--- src/rx_pcs_pkg.sv ---
/*
  Constants shared by the 100 Mb/s receive path: timing, code-groups, line levels.
  Assumes a single 25 MHz clock that carries one line bit per edge.
*/
package rx_pcs_pkg;

  // Clock and derived timer counts
  localparam int CLK_PERIOD_NS = 40;
  localparam int HOLD_TIME_US  = 722;
  localparam int HOLD_CYC_DEF  = (HOLD_TIME_US * 1000) / CLK_PERIOD_NS;  // Longest: round down
  localparam int LINK_TIME_US  = 395;
  localparam int LINK_CYC_DEF  = (LINK_TIME_US * 1000 + CLK_PERIOD_NS - 1) / CLK_PERIOD_NS;
  localparam int HOLD_W        = 15;
  localparam int LINK_W        = 14;

  // Descrambler
  localparam int       LFSR_W          = 11;
  localparam int       LFSR_TAP_A      = 10;     // x^11
  localparam int       LFSR_TAP_B      = 8;      // x^9
  localparam int       GROUP_BITS      = 5;
  localparam int       LOCK_IDLE_GRPS  = 12;
  localparam logic [6:0] LOCK_BITS     = 7'(LOCK_IDLE_GRPS * GROUP_BITS);
  localparam logic [6:0] HOLD_IDLE_BITS = 7'h3a;  // 58 bit times

  // Line levels of the equalised three-level symbol
  localparam logic [1:0] MLT_ZERO = 2'h0;
  localparam logic [1:0] MLT_POS  = 2'h1;
  localparam logic [1:0] MLT_NEG  = 2'h3;

  // Code-groups
  localparam logic [4:0] CG_IDLE = 5'h1f;
  localparam logic [4:0] CG_J    = 5'h18;
  localparam logic [4:0] CG_K    = 5'h11;
  localparam logic [4:0] CG_T    = 5'h0d;
  localparam logic [4:0] CG_R    = 5'h07;

  // Nibbles and counts used by the decoder
  localparam logic [3:0] NIB_PREAMBLE = 4'h5;
  localparam logic [3:0] NIB_BAD_SSD  = 4'he;
  localparam logic [3:0] NIB_ZERO     = 4'h0;
  localparam logic [3:0] IDLE_RUN     = 4'ha;   // Ones needed before a start counts as framed
  localparam logic [1:0] MIN_IDLES    = 2'h2;
  localparam logic [2:0] J_END_CNT    = 3'h1;   // Bits after the first J zero until J ends
  localparam logic [2:0] K_END_CNT    = 3'h6;   // Bits after the first J zero until K ends
  localparam logic [2:0] PH_LAST      = 3'h4;

  typedef enum logic [1:0] {ST_IDLE, ST_SSD_CHK, ST_PKT, ST_BAD} rx_state_t;

endpackage

--- src/dsc_if.sv ---
/*
  Serial link between the line decoder and the descrambler.
  Assumes both ends run on the same clock; one bit moves per edge.
*/
`timescale 1ns/100ps
interface dsc_if;
  logic sd_bit;   // Scrambled NRZ bit
  logic ud_bit;   // Unscrambled bit
  logic locked;   // Descrambler in synchronisation

  modport line (output sd_bit, input ud_bit, input locked);
  modport dsc  (input sd_bit, output ud_bit, output locked);
endinterface

--- src/descrambler.sv ---
/*
  Serial descrambler with idle-based lock and hold timer.
  Assumes a scrambled idle stream from the far end during acquisition.
*/
`timescale 1ns/100ps
module descrambler
  import rx_pcs_pkg::*;
#(
  parameter int HOLD_CYC = HOLD_CYC_DEF
) (
  input  wire logic clk_sys_i,   // Bit clock
  input  wire logic rst_n_i,     // Async reset, active low
  dsc_if.dsc        sif          // Serial bit link
);

  logic [LFSR_W-1:0] lfsr_q, lfsr_d;
  logic              lock_q, lock_d;
  logic [6:0]        run_q, run_d;
  logic [HOLD_W-1:0] hold_q, hold_d;
  logic              n_bit;
  logic              ud;

  // Predicted sequence bit and recovered data
  assign n_bit      = lfsr_q[LFSR_TAP_A] ^ lfsr_q[LFSR_TAP_B];
  assign ud         = sif.sd_bit ^ n_bit;
  assign sif.ud_bit = ud;
  assign sif.locked = lock_q;

  // Next-state: self-load while hunting, free-run and watch idles once locked
  always_comb begin
    lfsr_d = {lfsr_q[LFSR_W-2:0], lock_q ? n_bit : ~sif.sd_bit};
    lock_d = lock_q;
    hold_d = hold_q;
    run_d  = ud ? ((run_q == 7'h7f) ? run_q : run_q + 7'h01) : 7'h00;
    if (!lock_q) begin
      if (ud && run_q == LOCK_BITS - 7'h01) begin
        lock_d = 1'b1;
        hold_d = HOLD_W'(HOLD_CYC);
        run_d  = 7'h00;
      end
    end else if (ud && run_q == HOLD_IDLE_BITS - 7'h01) begin
      hold_d = HOLD_W'(HOLD_CYC);
      run_d  = 7'h00;
    end else if (hold_q == '0) begin
      lock_d = 1'b0;
      lfsr_d = '0;
      run_d  = 7'h00;
    end else begin
      hold_d = hold_q - HOLD_W'(1);
    end
  end

  // State registers
  always_ff @(posedge clk_sys_i or negedge rst_n_i) begin
    if (!rst_n_i) begin
      lfsr_q <= '0;
      lock_q <= 1'b0;
      run_q  <= 7'h00;
      hold_q <= '0;
    end else begin
      lfsr_q <= lfsr_d;
      lock_q <= lock_d;
      run_q  <= run_d;
      hold_q <= hold_d;
    end
  end

endmodule

--- src/fast_ethernet_rx_pcs.sv ---
/*
  Digital receive path of a 100 Mb/s twisted-pair PHY plus the transmit MLT-3 splitter.
  Assumes one line bit per clock, inputs synchronous to clk_sys_i, and an
  analog front end that supplies equalised levels and a raw energy detect.
*/
`timescale 1ns/100ps
module fast_ethernet_rx_pcs
  import rx_pcs_pkg::*;
#(
  parameter int HOLD_CYC = HOLD_CYC_DEF,   // Descrambler hold time in cycles
  parameter int LINK_CYC = LINK_CYC_DEF    // Signal detect qualification in cycles
) (
  input  wire logic        clk_sys_i,                  // Bit clock, 25 MHz
  input  wire logic        rst_n_i,                    // Async reset, active low
  input  wire logic [1:0]  rx_mlt3_i,                  // Equalised level: 0, +1, -1
  input  wire logic        sig_energy_i,               // Raw energy above threshold
  input  wire logic        link_pulse_i,               // Pulse activity seen by front end
  input  wire logic        dsc_bypass_i,               // Skip the descrambler
  input  wire logic        tx_nrzi_i,                  // Serial transmit NRZI bit
  output logic             tx_pos_o,                   // Driver leg, positive half
  output logic             tx_neg_o,                   // Driver leg, negative half
  output logic             sig_det_o,                  // Qualified signal detect
  output logic             link_up_o,                  // Link monitor state
  output logic             locked_o,                   // Descrambler synchronised
  output logic [3:0]       rxd_o,                      // Received nibble
  output logic             rx_stb_o,                   // One pulse per code-group period
  output logic             rx_dv_o,                    // Packet data valid
  output logic             rx_er_o,                    // Receive error
  output logic             crs_o,                      // Carrier sense
  output logic [15:0]      false_carrier_event_count_o // Bad start counter
);

  // Table lookup: {valid, nibble}; control and invalid groups return invalid
  function automatic logic [4:0] dec5(input logic [4:0] g);
    logic [4:0] r;
    r = 5'h00;
    case (g)
      5'h1e: r = 5'h10;
      5'h09: r = 5'h11;
      5'h14: r = 5'h12;
      5'h15: r = 5'h13;
      5'h0a: r = 5'h14;
      5'h0b: r = 5'h15;
      5'h0e: r = 5'h16;
      5'h0f: r = 5'h17;
      5'h12: r = 5'h18;
      5'h13: r = 5'h19;
      5'h16: r = 5'h1a;
      5'h17: r = 5'h1b;
      5'h1a: r = 5'h1c;
      5'h1b: r = 5'h1d;
      5'h1c: r = 5'h1e;
      5'h1d: r = 5'h1f;
      default: r = 5'h00;
    endcase
    return r;
  endfunction

  dsc_if sif ();

  descrambler #(
    .HOLD_CYC (HOLD_CYC)
  ) u_dsc (
    .clk_sys_i (clk_sys_i),
    .rst_n_i   (rst_n_i),
    .sif       (sif)
  );

  // Line decode and link monitor state
  logic [1:0]        mlt_q, mlt_d;
  logic              nrzi_q, nrzi_d;
  logic              nrz_q, nrz_d;
  logic              sd_q, sd_d;
  logic [LINK_W-1:0] lk_cnt_q, lk_cnt_d;
  logic              link_q, link_d;

  // Transmit splitter state
  logic              tx_prev_q, tx_prev_d;
  logic              tx_ph_q, tx_ph_d;
  logic              pos_q, pos_d;
  logic              neg_q, neg_d;

  // Alignment and decode state
  rx_state_t         st_q, st_d;
  logic [9:0]        sh_q, sh_d;
  logic [3:0]        ones_q, ones_d;
  logic [2:0]        cnt_q, cnt_d;
  logic [2:0]        ph_q, ph_d;
  logic [1:0]        idl_q, idl_d;
  logic              t_q, t_d;
  logic [3:0]        rxd_q, rxd_d;
  logic              stb_q, stb_d;
  logic              dv_q, dv_d;
  logic              er_q, er_d;
  logic              crs_q, crs_d;
  logic [15:0]       fcc_q, fcc_d;

  logic              abit;
  logic [4:0]        grp;
  logic [4:0]        look;

  // Serial NRZ goes to the descrambler; the aligner picks its source
  assign sif.sd_bit = nrz_q;
  assign abit       = dsc_bypass_i ? nrz_q : sif.ud_bit;

  // Line decode: level change makes NRZI toggle, NRZI toggle is an NRZ one
  always_comb begin
    mlt_d  = rx_mlt3_i;
    nrzi_d = nrzi_q ^ (rx_mlt3_i != mlt_q);
    nrz_d  = nrzi_d ^ nrzi_q;
    // Pulse activity masks energy so autonegotiation bursts never qualify
    sd_d   = sig_energy_i & ~link_pulse_i;
    lk_cnt_d = lk_cnt_q;
    link_d   = link_q;
    if (!sd_q) begin
      lk_cnt_d = '0;
      link_d   = 1'b0;
    end else if (lk_cnt_q == LINK_W'(LINK_CYC - 1)) begin
      link_d   = 1'b1;
    end else begin
      lk_cnt_d = lk_cnt_q + LINK_W'(1);
    end
  end

  always_ff @(posedge clk_sys_i or negedge rst_n_i) begin
    if (!rst_n_i) begin
      mlt_q    <= MLT_ZERO;
      nrzi_q   <= 1'b0;
      nrz_q    <= 1'b0;
      sd_q     <= 1'b0;
      lk_cnt_q <= '0;
      link_q   <= 1'b0;
    end else begin
      mlt_q    <= mlt_d;
      nrzi_q   <= nrzi_d;
      nrz_q    <= nrz_d;
      sd_q     <= sd_d;
      lk_cnt_q <= lk_cnt_d;
      link_q   <= link_d;
    end
  end

  // Transmit splitter: each rising NRZI edge swaps legs, so ones alternate.
  // There is deliberately no path that drives plain binary onto the pair.
  always_comb begin
    tx_prev_d = tx_nrzi_i;
    tx_ph_d   = tx_ph_q ^ (tx_nrzi_i & ~tx_prev_q);
    pos_d     = link_q & tx_nrzi_i & tx_ph_d;
    neg_d     = link_q & tx_nrzi_i & ~tx_ph_d;
  end

  always_ff @(posedge clk_sys_i or negedge rst_n_i) begin
    if (!rst_n_i) begin
      tx_prev_q <= 1'b0;
      tx_ph_q   <= 1'b0;
      pos_q     <= 1'b0;
      neg_q     <= 1'b0;
    end else begin
      tx_prev_q <= tx_prev_d;
      tx_ph_q   <= tx_ph_d;
      pos_q     <= pos_d;
      neg_q     <= neg_d;
    end
  end

  // Code-group view of the newest five bits
  always_comb begin
    sh_d = {sh_q[8:0], abit};
    grp  = sh_d[4:0];
    look = dec5(grp);
  end

  // Alignment, delimiter handling and nibble output
  always_comb begin
    st_d   = st_q;
    ones_d = abit ? ((ones_q == IDLE_RUN) ? ones_q : ones_q + 4'h1) : 4'h0;
    cnt_d  = cnt_q + 3'h1;
    ph_d   = (ph_q == PH_LAST) ? 3'h0 : ph_q + 3'h1;
    idl_d  = idl_q;
    t_d    = t_q;
    rxd_d  = rxd_q;
    stb_d  = 1'b0;
    dv_d   = dv_q;
    er_d   = er_q;
    crs_d  = crs_q;
    fcc_d  = fcc_q;
    case (st_q)
      ST_IDLE: begin
        dv_d  = 1'b0;
        er_d  = 1'b0;
        crs_d = 1'b0;
        // The first zero after a run of idle ones opens a start check
        if (!abit && ones_q == IDLE_RUN && (sif.locked || dsc_bypass_i)) begin
          st_d  = ST_SSD_CHK;
          cnt_d = 3'h0;
          crs_d = 1'b1;
        end
      end
      ST_SSD_CHK: begin
        if (cnt_q == J_END_CNT) begin
          if (grp == CG_J) begin
            rxd_d = NIB_PREAMBLE;
            stb_d = 1'b1;
            dv_d  = 1'b1;
          end else begin
            st_d  = ST_BAD;
            fcc_d = fcc_q + 16'h0001;
            ph_d  = 3'h0;
            idl_d = 2'h0;
          end
        end else if (cnt_q == K_END_CNT) begin
          if (sh_d == {CG_J, CG_K}) begin
            st_d  = ST_PKT;
            rxd_d = NIB_PREAMBLE;
            stb_d = 1'b1;
            ph_d  = 3'h0;                                             // Boundary now fixed
            idl_d = 2'h0;
            t_d   = 1'b0;
          end else begin
            st_d  = ST_BAD;
            fcc_d = fcc_q + 16'h0001;
            ph_d  = 3'h0;
            idl_d = 2'h0;
          end
        end
      end
      ST_PKT: begin
        if (ph_q == PH_LAST) begin
          stb_d = 1'b1;
          er_d  = 1'b0;
          t_d   = 1'b0;
          idl_d = (grp == CG_IDLE) ? idl_q + 2'h1 : 2'h0;
          if (t_q && grp == CG_R) begin
            st_d  = ST_IDLE;
            stb_d = 1'b0;
            dv_d  = 1'b0;
            crs_d = 1'b0;
          end else if (grp == CG_IDLE && idl_q == MIN_IDLES - 2'h1) begin
            st_d  = ST_IDLE;
            stb_d = 1'b0;
            dv_d  = 1'b0;
            crs_d = 1'b0;
          end else if (grp == CG_T && !t_q) begin
            t_d   = 1'b1;                                             // Held for the next group only, which must be R
            stb_d = 1'b0;
          end else begin
            // A lone T, or any control or unused group, is a data error
            rxd_d = look[3:0];
            er_d  = t_q | ~look[4];
          end
        end
      end
      ST_BAD: begin
        crs_d = 1'b1;
        dv_d  = 1'b0;
        er_d  = 1'b1;
        if (ph_q == PH_LAST) begin
          stb_d = 1'b1;
          rxd_d = NIB_BAD_SSD;
          idl_d = (grp == CG_IDLE) ? idl_q + 2'h1 : 2'h0;
          if (grp == CG_IDLE && idl_q == MIN_IDLES - 2'h1) begin
            st_d  = ST_IDLE;
            stb_d = 1'b0;
            er_d  = 1'b0;
            crs_d = 1'b0;
            rxd_d = NIB_ZERO;
          end
        end
      end
      default: begin
        st_d = ST_IDLE;
      end
    endcase
    // Without link, or if lock is lost while the descrambler is not bypassed, the receive PCS sits quiet
    if (!link_q || (!sif.locked && !dsc_bypass_i)) begin
      st_d  = ST_IDLE;
      stb_d = 1'b0;
      dv_d  = 1'b0;
      er_d  = 1'b0;
      crs_d = 1'b0;
    end
  end

  always_ff @(posedge clk_sys_i or negedge rst_n_i) begin
    if (!rst_n_i) begin
      st_q   <= ST_IDLE;
      sh_q   <= '0;
      ones_q <= 4'h0;
      cnt_q  <= 3'h0;
      ph_q   <= 3'h0;
      idl_q  <= 2'h0;
      t_q    <= 1'b0;
      rxd_q  <= NIB_ZERO;
      stb_q  <= 1'b0;
      dv_q   <= 1'b0;
      er_q   <= 1'b0;
      crs_q  <= 1'b0;
      fcc_q  <= 16'h0000;
    end else begin
      st_q   <= st_d;
      sh_q   <= sh_d;
      ones_q <= ones_d;
      cnt_q  <= cnt_d;
      ph_q   <= ph_d;
      idl_q  <= idl_d;
      t_q    <= t_d;
      rxd_q  <= rxd_d;
      stb_q  <= stb_d;
      dv_q   <= dv_d;
      er_q   <= er_d;
      crs_q  <= crs_d;
      fcc_q  <= fcc_d;
    end
  end

  // All outputs come straight from flip-flops
  assign tx_pos_o  = pos_q;
  assign tx_neg_o  = neg_q;
  assign sig_det_o = sd_q;
  assign link_up_o = link_q;
  assign locked_o  = sif.locked;
  assign rxd_o     = rxd_q;
  assign rx_stb_o  = stb_q;
  assign rx_dv_o   = dv_q;
  assign rx_er_o   = er_q;
  assign crs_o     = crs_q;
  assign false_carrier_event_count_o = fcc_q;

endmodule

--- config.mk ---
export PLATFORM = sky130hd
export DESIGN_NAME = fast_ethernet_rx_pcs
export DESIGN_NICKNAME = d
export VERILOG_FILES = /design/src/rx_pcs_pkg.sv /design/src/dsc_if.sv /design/src/descrambler.sv /design/src/fast_ethernet_rx_pcs.sv
export SDC_FILE = /design/constraint.sdc
export NUM_CORES = 1
export LEC_CHECK = 0
export ABC_CLOCK_PERIOD_IN_PS = 2300
export BUFFER_PORTS_ARGS = -buffer_cell sky130_fd_sc_hd__buf_2
export CAP_MARGIN = 15
export CELL_PAD_IN_SITES_DETAIL_PLACEMENT = 0
export CELL_PAD_IN_SITES_GLOBAL_PLACEMENT = 1
export CORE_MARGIN = 10
export CORE_UTILIZATION = 40
export CTS_CLUSTER_DIAMETER = 120
export CTS_CLUSTER_SIZE = 28
export DETAILED_ROUTE_END_ITERATION = 8
export GPL_TIMING_DRIVEN = 0
export PLACE_DENSITY_LB_ADDON = 0.1
export SLEW_MARGIN = 20
export SYNTH_ARGS = -nofsm -noshare
export SYNTH_HDL_FRONTEND = slang
export SYNTH_HIERARCHICAL = 1
export SYNTH_SLANG_ARGS = --single-unit
--- constraint.sdc ---
create_clock -name clk_sys_i -period 2.3 [get_ports clk_sys_i]
set_input_delay 0.115 -clock clk_sys_i [delete_from_list [all_inputs] [get_ports clk_sys_i]]
set_output_delay 0.115 -clock clk_sys_i [all_outputs]
set_load 0.005 [all_outputs]
# --- Word-level counts from Yosys, hierarchy flattened ---
# Memories as Yosys holds them, arrays and structs flattened.
# Cells that the tools add are included.
classes:
  n_bitwise: 16
  n_reduce_logical: 34
  eq_ne: 45
  add_sub_neg: 8
  mux: 101
op_table:
  columns: ["op", "count"]
  rows:
  - ["$mux W16", 4]
  - ["$mux W15", 4]
  - ["$mux W4", 12]
  - ["$mux W7", 6]
  - ["$mux W1", 41]
  - ["$mux W11", 3]
  - ["$ne A3 B3 Y1 const B", 10]
  - ["$mux W14", 2]
  - ["$mux W2", 14]
  - ["$ne A2 B2 Y1 const B", 12]
  - ["$mux W3", 7]
  - ["$add A16 B1 Y16 const B", 1]
  - ["$logic_not A15 Y1", 1]
  - ["$sub A15 B1 Y15 const B", 1]
  - ["$add A14 B1 Y14 const B", 1]
  - ["$eq A14 B14 Y1 const B", 1]
  - ["$eq A7 B6 Y1 const B", 2]
  - ["$ne A4 B4 Y1 const B", 3]
  - ["$pmux W1 S3", 4]
  - ["$pmux W4 S3", 1]
  - ["$reduce_and A4 Y1", 3]
  - ["$eq A10 B10 Y1 const B", 1]
  - ["$eq A5 B5 Y1 const B", 2]
  - ["$reduce_and A5 Y1", 2]
  - ["other kinds (32)", 66]
word_totals:
  mem_count: 1
  word_cells: 232
  output_inout_bits: 29
  mem_bits_ro: 160
  in_bits: 8
  reg_bits: 106
memory_table:
  columns: ["memory", "words", "width", "read_ports", "rd_ports_with_merged_regs", "wr", "line_no", "text"]
  rows:
  - ["(no name shown)", 32, 5, 1, 0, 0, "fast_ethernet_rx_pcs.sv:37", "case (g)"]

# --- Logic depth before layout (Yosys ltp) ---
# An unclocked memory read counts as a cell.
logic_depth:
  word_depth: 12
  ltp_mapped: 8
  depth_no_buf: 7

# --- Cells and area by module ---
# The synthesis kept the hierarchy.
modules_own_cells:
  columns: ["mod", "seq_area_each_um2", "cells_per_inst", "instances", "area_each_um2"]
  rows:
  - ["fast_ethernet_rx_pcs", 1776.7, 348, 1, 3513.4]
  - ["descrambler", 850.8, 163, 1, 1727.9]

# --- Least setup slack after synthesis ---
# OpenSTA, ideal clock, no wires.
synth_path:
  path_kind: "flip-flop to flip-flop"
  from: "reg u_dsc.lfsr_q[10]"
  to: "reg fcc_q[1] (netlist: false_carrier_event_count_o[1])"
  arrival_ps: 2210
  path_buffers: 1
  stages_incl_launch_ff: 7
  setup_ps: 125
  required_time_ps: 2175
  setup_slack_ps: -35
  cell_sequence: "dfrtp_1 -> xor3_1 -> mux2i_1 -> or4_4 -> o211ai_4 -> buf_6 -> mux2_4"
synth_via:
  elab_chain_cells: 6
  elab_cells_between_ends: 8
  classes_between: "eq/ne: 4; mux: 1; bitwise: 2; reduce/logical: 1"
synth_rtl:
  columns: ["element", "line_no", "text"]
  rows:
  - ["from (decl)", "descrambler.sv:16", "logic [LFSR_W-1:0] lfsr_q, lfsr_d;"]
  - ["from (signal assigned)", "descrambler.sv:61", "lfsr_q <= lfsr_d;"]
  - ["$xor A1 B1 Y1 *", "descrambler.sv:24", "assign n_bit = lfsr_q[LFSR_TAP_A] ^ lfsr_q[LFSR_TAP_B];"]
  - ["$xor A1 B1 Y1 *", "descrambler.sv:25", "assign ud = sif.sd_bit ^ n_bit;"]
  - ["named net sif.ud_bit", "dsc_if.sv:8", "logic ud_bit;"]
  - ["$mux W1 *", "fast_ethernet_rx_pcs.sv:104", "assign abit = dsc_bypass_i ? nrz_q : sif.ud_bit;"]
  - ["$eq A10 B10 Y1 or $eq A5 B5 Y1 (tied branches)", "fast_ethernet_rx_pcs.sv:212, fast_ethernet_rx_pcs.sv:201", null]
  - ["$ne A2 B2 Y1 (no line)", null, null]
  - ["$reduce_and A4 Y1 (no line) *", null, null]
  - ["to (signal assigned)", "fast_ethernet_rx_pcs.sv:298", "fcc_q <= 16'h0000;"]
  - ["to (signal assigned)", "fast_ethernet_rx_pcs.sv:312", "fcc_q <= fcc_d;"]
  - ["to (decl)", "fast_ethernet_rx_pcs.sv:96", "logic [15:0] fcc_q, fcc_d;"]
# The timed path passes the listed nets; every way through them passes the cells marked *.
# A chain may end at the register's enable or synchronous reset.

# --- Worst setup path in the final report ---
layout_path:
  from: "reg nrz_q"
  to: "reg fcc_q[1] (netlist: false_carrier_event_count_o[1])"
layout_via:
  elab_chain_cells: 5
  elab_cells_between_ends: 7
  classes_between: "eq/ne: 4; mux: 1; bitwise: 1; reduce/logical: 1"
layout_rtl:
  columns: ["element", "line_no", "text"]
  rows:
  - ["from (decl)", "fast_ethernet_rx_pcs.sv:72", "logic nrz_q, nrz_d;"]
  - ["from (signal assigned)", "fast_ethernet_rx_pcs.sv:136", "nrz_q <= nrz_d;"]
  - ["$xor A1 B1 Y1 *", "descrambler.sv:25", null]
  - ["named net sif.ud_bit", "dsc_if.sv:8", null]
  - ["$mux W1 *", "fast_ethernet_rx_pcs.sv:104", null]
  - ["$eq A10 B10 Y1 or $eq A5 B5 Y1 (tied branches)", "fast_ethernet_rx_pcs.sv:212, fast_ethernet_rx_pcs.sv:201", null]
  - ["$ne A2 B2 Y1 (no line)", null, null]
  - ["$reduce_and A4 Y1 (no line) *", null, null]
# Marked as above.

==> parameters.txt <==
Parameter                              Value

Place
  Area after DPL    0.00567 mm2
  Half-perimeter wire length after placement    8.02 mm
  Routability congestion estimate from global placement    0.862
  DP Cell Count    720
  Setup slack after placement    -0.423 ns
  Port Buf Inserts    36

Route
  Count of vias placed by the detailed router    4017
  Iteration-0 DRC Markers    232
  Average routed wire per standard cell    15.4 um
  Routed wire length    11.5 mm
  Routed vias/inst    5.36
  First-pass iteration count of the detailed router    4
  Antenna viol nets, final    0
  Final routed DRC violation total    0

STA
  Slew of the pin with the lowest slew margin    0.694 ns
  Final hold violation count    0
  Slew HR    53.2%
  Final setup vio count    0
  Unrepaired setup endpoints after global routing    true
  Shortest period the worst path allows    2.29 ns
  Worst Slack Setup Final    0.00506 ns
  Fin crit share    99.8%
  Max Clock Freq    0.436 GHz
  Worst hold margin    0.213 ns
  Number of max-slew violations in the final report    0
  Clock Skews    0.00688 ns

Cells and area
  Layout Area Growth over Synthesis    17.7%
  Diodes inserted    0
  Net count reported at finish    599
  Filler Cells Inserted    1240
  Count of non-filler cells in the finished layout    750
  Design area    0.00617 mm2
  Share of final-layout standard cells stronger than drive strength 1    17.8%
  Layout Utilization    48.5%

Clock tree
  Total clock buffers created by CTS    9
  Source-to-sink clock delay at the later pin of the worst-skew pair    0.35 ns
  Number of buffers on the longest clock path    2
  H-tree levels    3
  Total number of clock tree sinks    105
  Clk Tree Root Cell    clkbuf_16
  Worst-path clk slew    0.07 ns
  Clock tree from TritonCTS    done

Setup path
  Flop-to-flop setup slack    0.005 ns
  CP endpoint kind    flop
  Required time of the worst setup path    2.54 ns
  Category of the critical setup timing path    reg -> reg
  Largest fanout on the critical path    5
  Launching element type of the critical path    flop
  Critical path data arrival time    2.54 ns

Floorplanning
  Die outline area    0.0181 mm2
  Die Y-Extent    134 um
  Core Box Area    0.0127 mm2
  Boundary Pins    37
  Horiz. Die Dim    134 um
  Cell row count    41
  Initial Utilization    41.2%

Synthesis
  Synthesis warning total    6
  #FFs+latches synth    105
  Synthesized area per cell    10.3 um2
  Share of async-settable or async-resettable flops after synthesis    100%
  Top cells by area in the synthesized netlist    dfrtp_1 (50%), ha_1 (4.3%), nor2_1 (3.7%), xnor2_1 (3.3%), xor2_1 (2.7%)
  Sequential element share of the synthesized area    50.1%
  Summed instance area of the synthesized netlist    0.00524 mm2
  Area fraction of the dominant cell type after synthesis    50.1%
  Syn Inst Count    511
  Synthesized Nets    537
  Area leader, netlist    dfrtp_1
  Post-synthesis cell type count    60
  Number of enable flip-flop cells after synthesis    0
  Ys flop type    dfrtp_1

Global route
  Global-route usage over all layers    13.3%
  Initial antenna violation count    0
  Global-route wire length before repair    19.9 mm
  Largest net degree at the start of global routing    74
  Vias in the first global route    3930
  Aggregate global routing overflow    0

Flow run
  Number of max-cap violations    0

Run status
  Run status    completed

Power and ir drop
  Lkg Pwr    2.86 nW
  Power density over the cells    695 mW/mm2
  Worst IR Drop VDD    0.426 mV

Hold path
  Hold Crit Class    in -> async
-- cells by family (layout without fill, tap and decap cells) --
kind of cell               count (synthesis)  count (layout)  share of synthesized area, %
and+or+nand+nor                          215             215                          22.4
muxes                                     15              15                          3.10
xor gates and xnor gates                  37              37                          6.47
adders and majority gates                 18              18                          4.30
buffers and inverters                     45             112                          3.75
DFF                                      105             105                          50.1
AOI/OAI and AO/OA                         76              76                          9.88
-- power by group --
group,internal [mW],switching (mW)
Clock,0.871,0.682
Combinational,0.261,0.362
Sequential,1.99,0.124
Total,3.12,1.17
-- flip-flops by register name, summed over array words and instances, names as in the netlist, 4 cells and up --
register,count
ones_q,4
rxd_o,4
false_carrier_event_count_o,16
u_dsc/hold_q,15
sh_q,9
lk_cnt_q,14
u_dsc/lfsr_q,11
u_dsc/run_q,7
-- Yosys cell counts, types with 6 or more instances --
master and count:
nand4_1 10, a21oi_1 19, nor2_1 51, and3_1 11, nor3_1 18, mux2_2 6
mux2i_1 8, nor4_1 11, ha_1 18, clkbuf_1 9, or4_1 8, inv_1 28
nor2b_1 14, o21ai_0 19, or3_1 10, dfrtp_1 105, nand3_1 19, nand2_1 32
xnor2_1 20, xor2_1 16
-- critical path, cell delays in order (launching register included) --
cell,delay [ns]
dfrtp_2,0.41
xor3_2,0.43
mux2i_4,0.12
or4_4,0.54
o211ai_4,0.24
buf_6,0.16
mux2_4,0.29
-- placed cells by master, fill, tap and decap left out, drive strengths merged, types with 3 or more instances in the layout --
cell,netlist,layout
buf,8,54
xor2,16,16
o31ai,5,5
a211oi,5,5
dfrtp,105,105
clkbuf,9,19
ha,18,18
dlygate4sd3,0,6
nor2b,14,14
a21oi,19,19
o21ai,20,20
o41ai,3,3
or2,4,4
a31oi,3,3
mux2,7,7
or4b,3,3
nor2,51,51
and3,11,11
nand3b,5,5
or4,12,12
nor3,18,18
mux2i,8,8
nor4,12,12
xnor2,20,20
or3,12,12
inv,28,28
nand2,32,32
o211ai,4,4
nand4,10,10
nand3,19,19
nand2b,3,3
-- stage by stage --
step / TNS, ns / power (mW)
2_1_floorplan: -0.0114 / 2.54
3_3_place_gp: -16.97 / 2.70
3_5_place_dp: -8.89 / 2.73
4_1_cts: 0 / 4.33
5_1_grt: -0.369 / 4.52
6_report: 0 / 4.29
-- worst paths after layout --
kind	start	endpoint	depth (start not counted)
min in group clk_sys_i	dsc_bypass_i	sh_q[0]	3
setup reg to reg	nrz_q	false_carrier_event_count_o[1]	6
hold / removal	rst_n_i	false_carrier_event_count_o[9]	2
hold reg to reg	sh_q[5]	sh_q[6]	0
setup / recovery	nrz_q	false_carrier_event_count_o[1]	6
max in group asynchronous	rst_n_i	nrz_q	3
-- per-layer routing --
metal	wire length, um	vias up	GRT usage (%)	share of wire [%]
met5	0	-	0	0
met4	148	0	4.17	1.3
met3	526	11	3.86	4.6
met2	5430	78	21.0	47
met1	5440	1982	17.3	47
li1	-	1946	-	-
-- what timing repair did --
action / in CTS / in global routing
endpoints found under the hold margin: 37 / 0
gates cloned: 1 / 0
endpoints found under the setup margin: 47 / 37
hold buffers: 6 / 0
buffers inserted: 5 / 2
resized for setup: 8 / 12
pin swaps: 4 / 3
-- cell type report --
type	count	area [um2]	share of cell area, %
plain buffers	17	98.8	1.60
well taps	172	215	3.49
multi-input cells	361	2490	40.3
clock buffers	11	243	3.94
flip-flops and latches	105	2630	42.6
clock inverters	5	55.1	0.892
inverters	28	105	1.70
repair buffers	51	335	5.44
No activity file was read; power rests on OpenSTA's default activity.
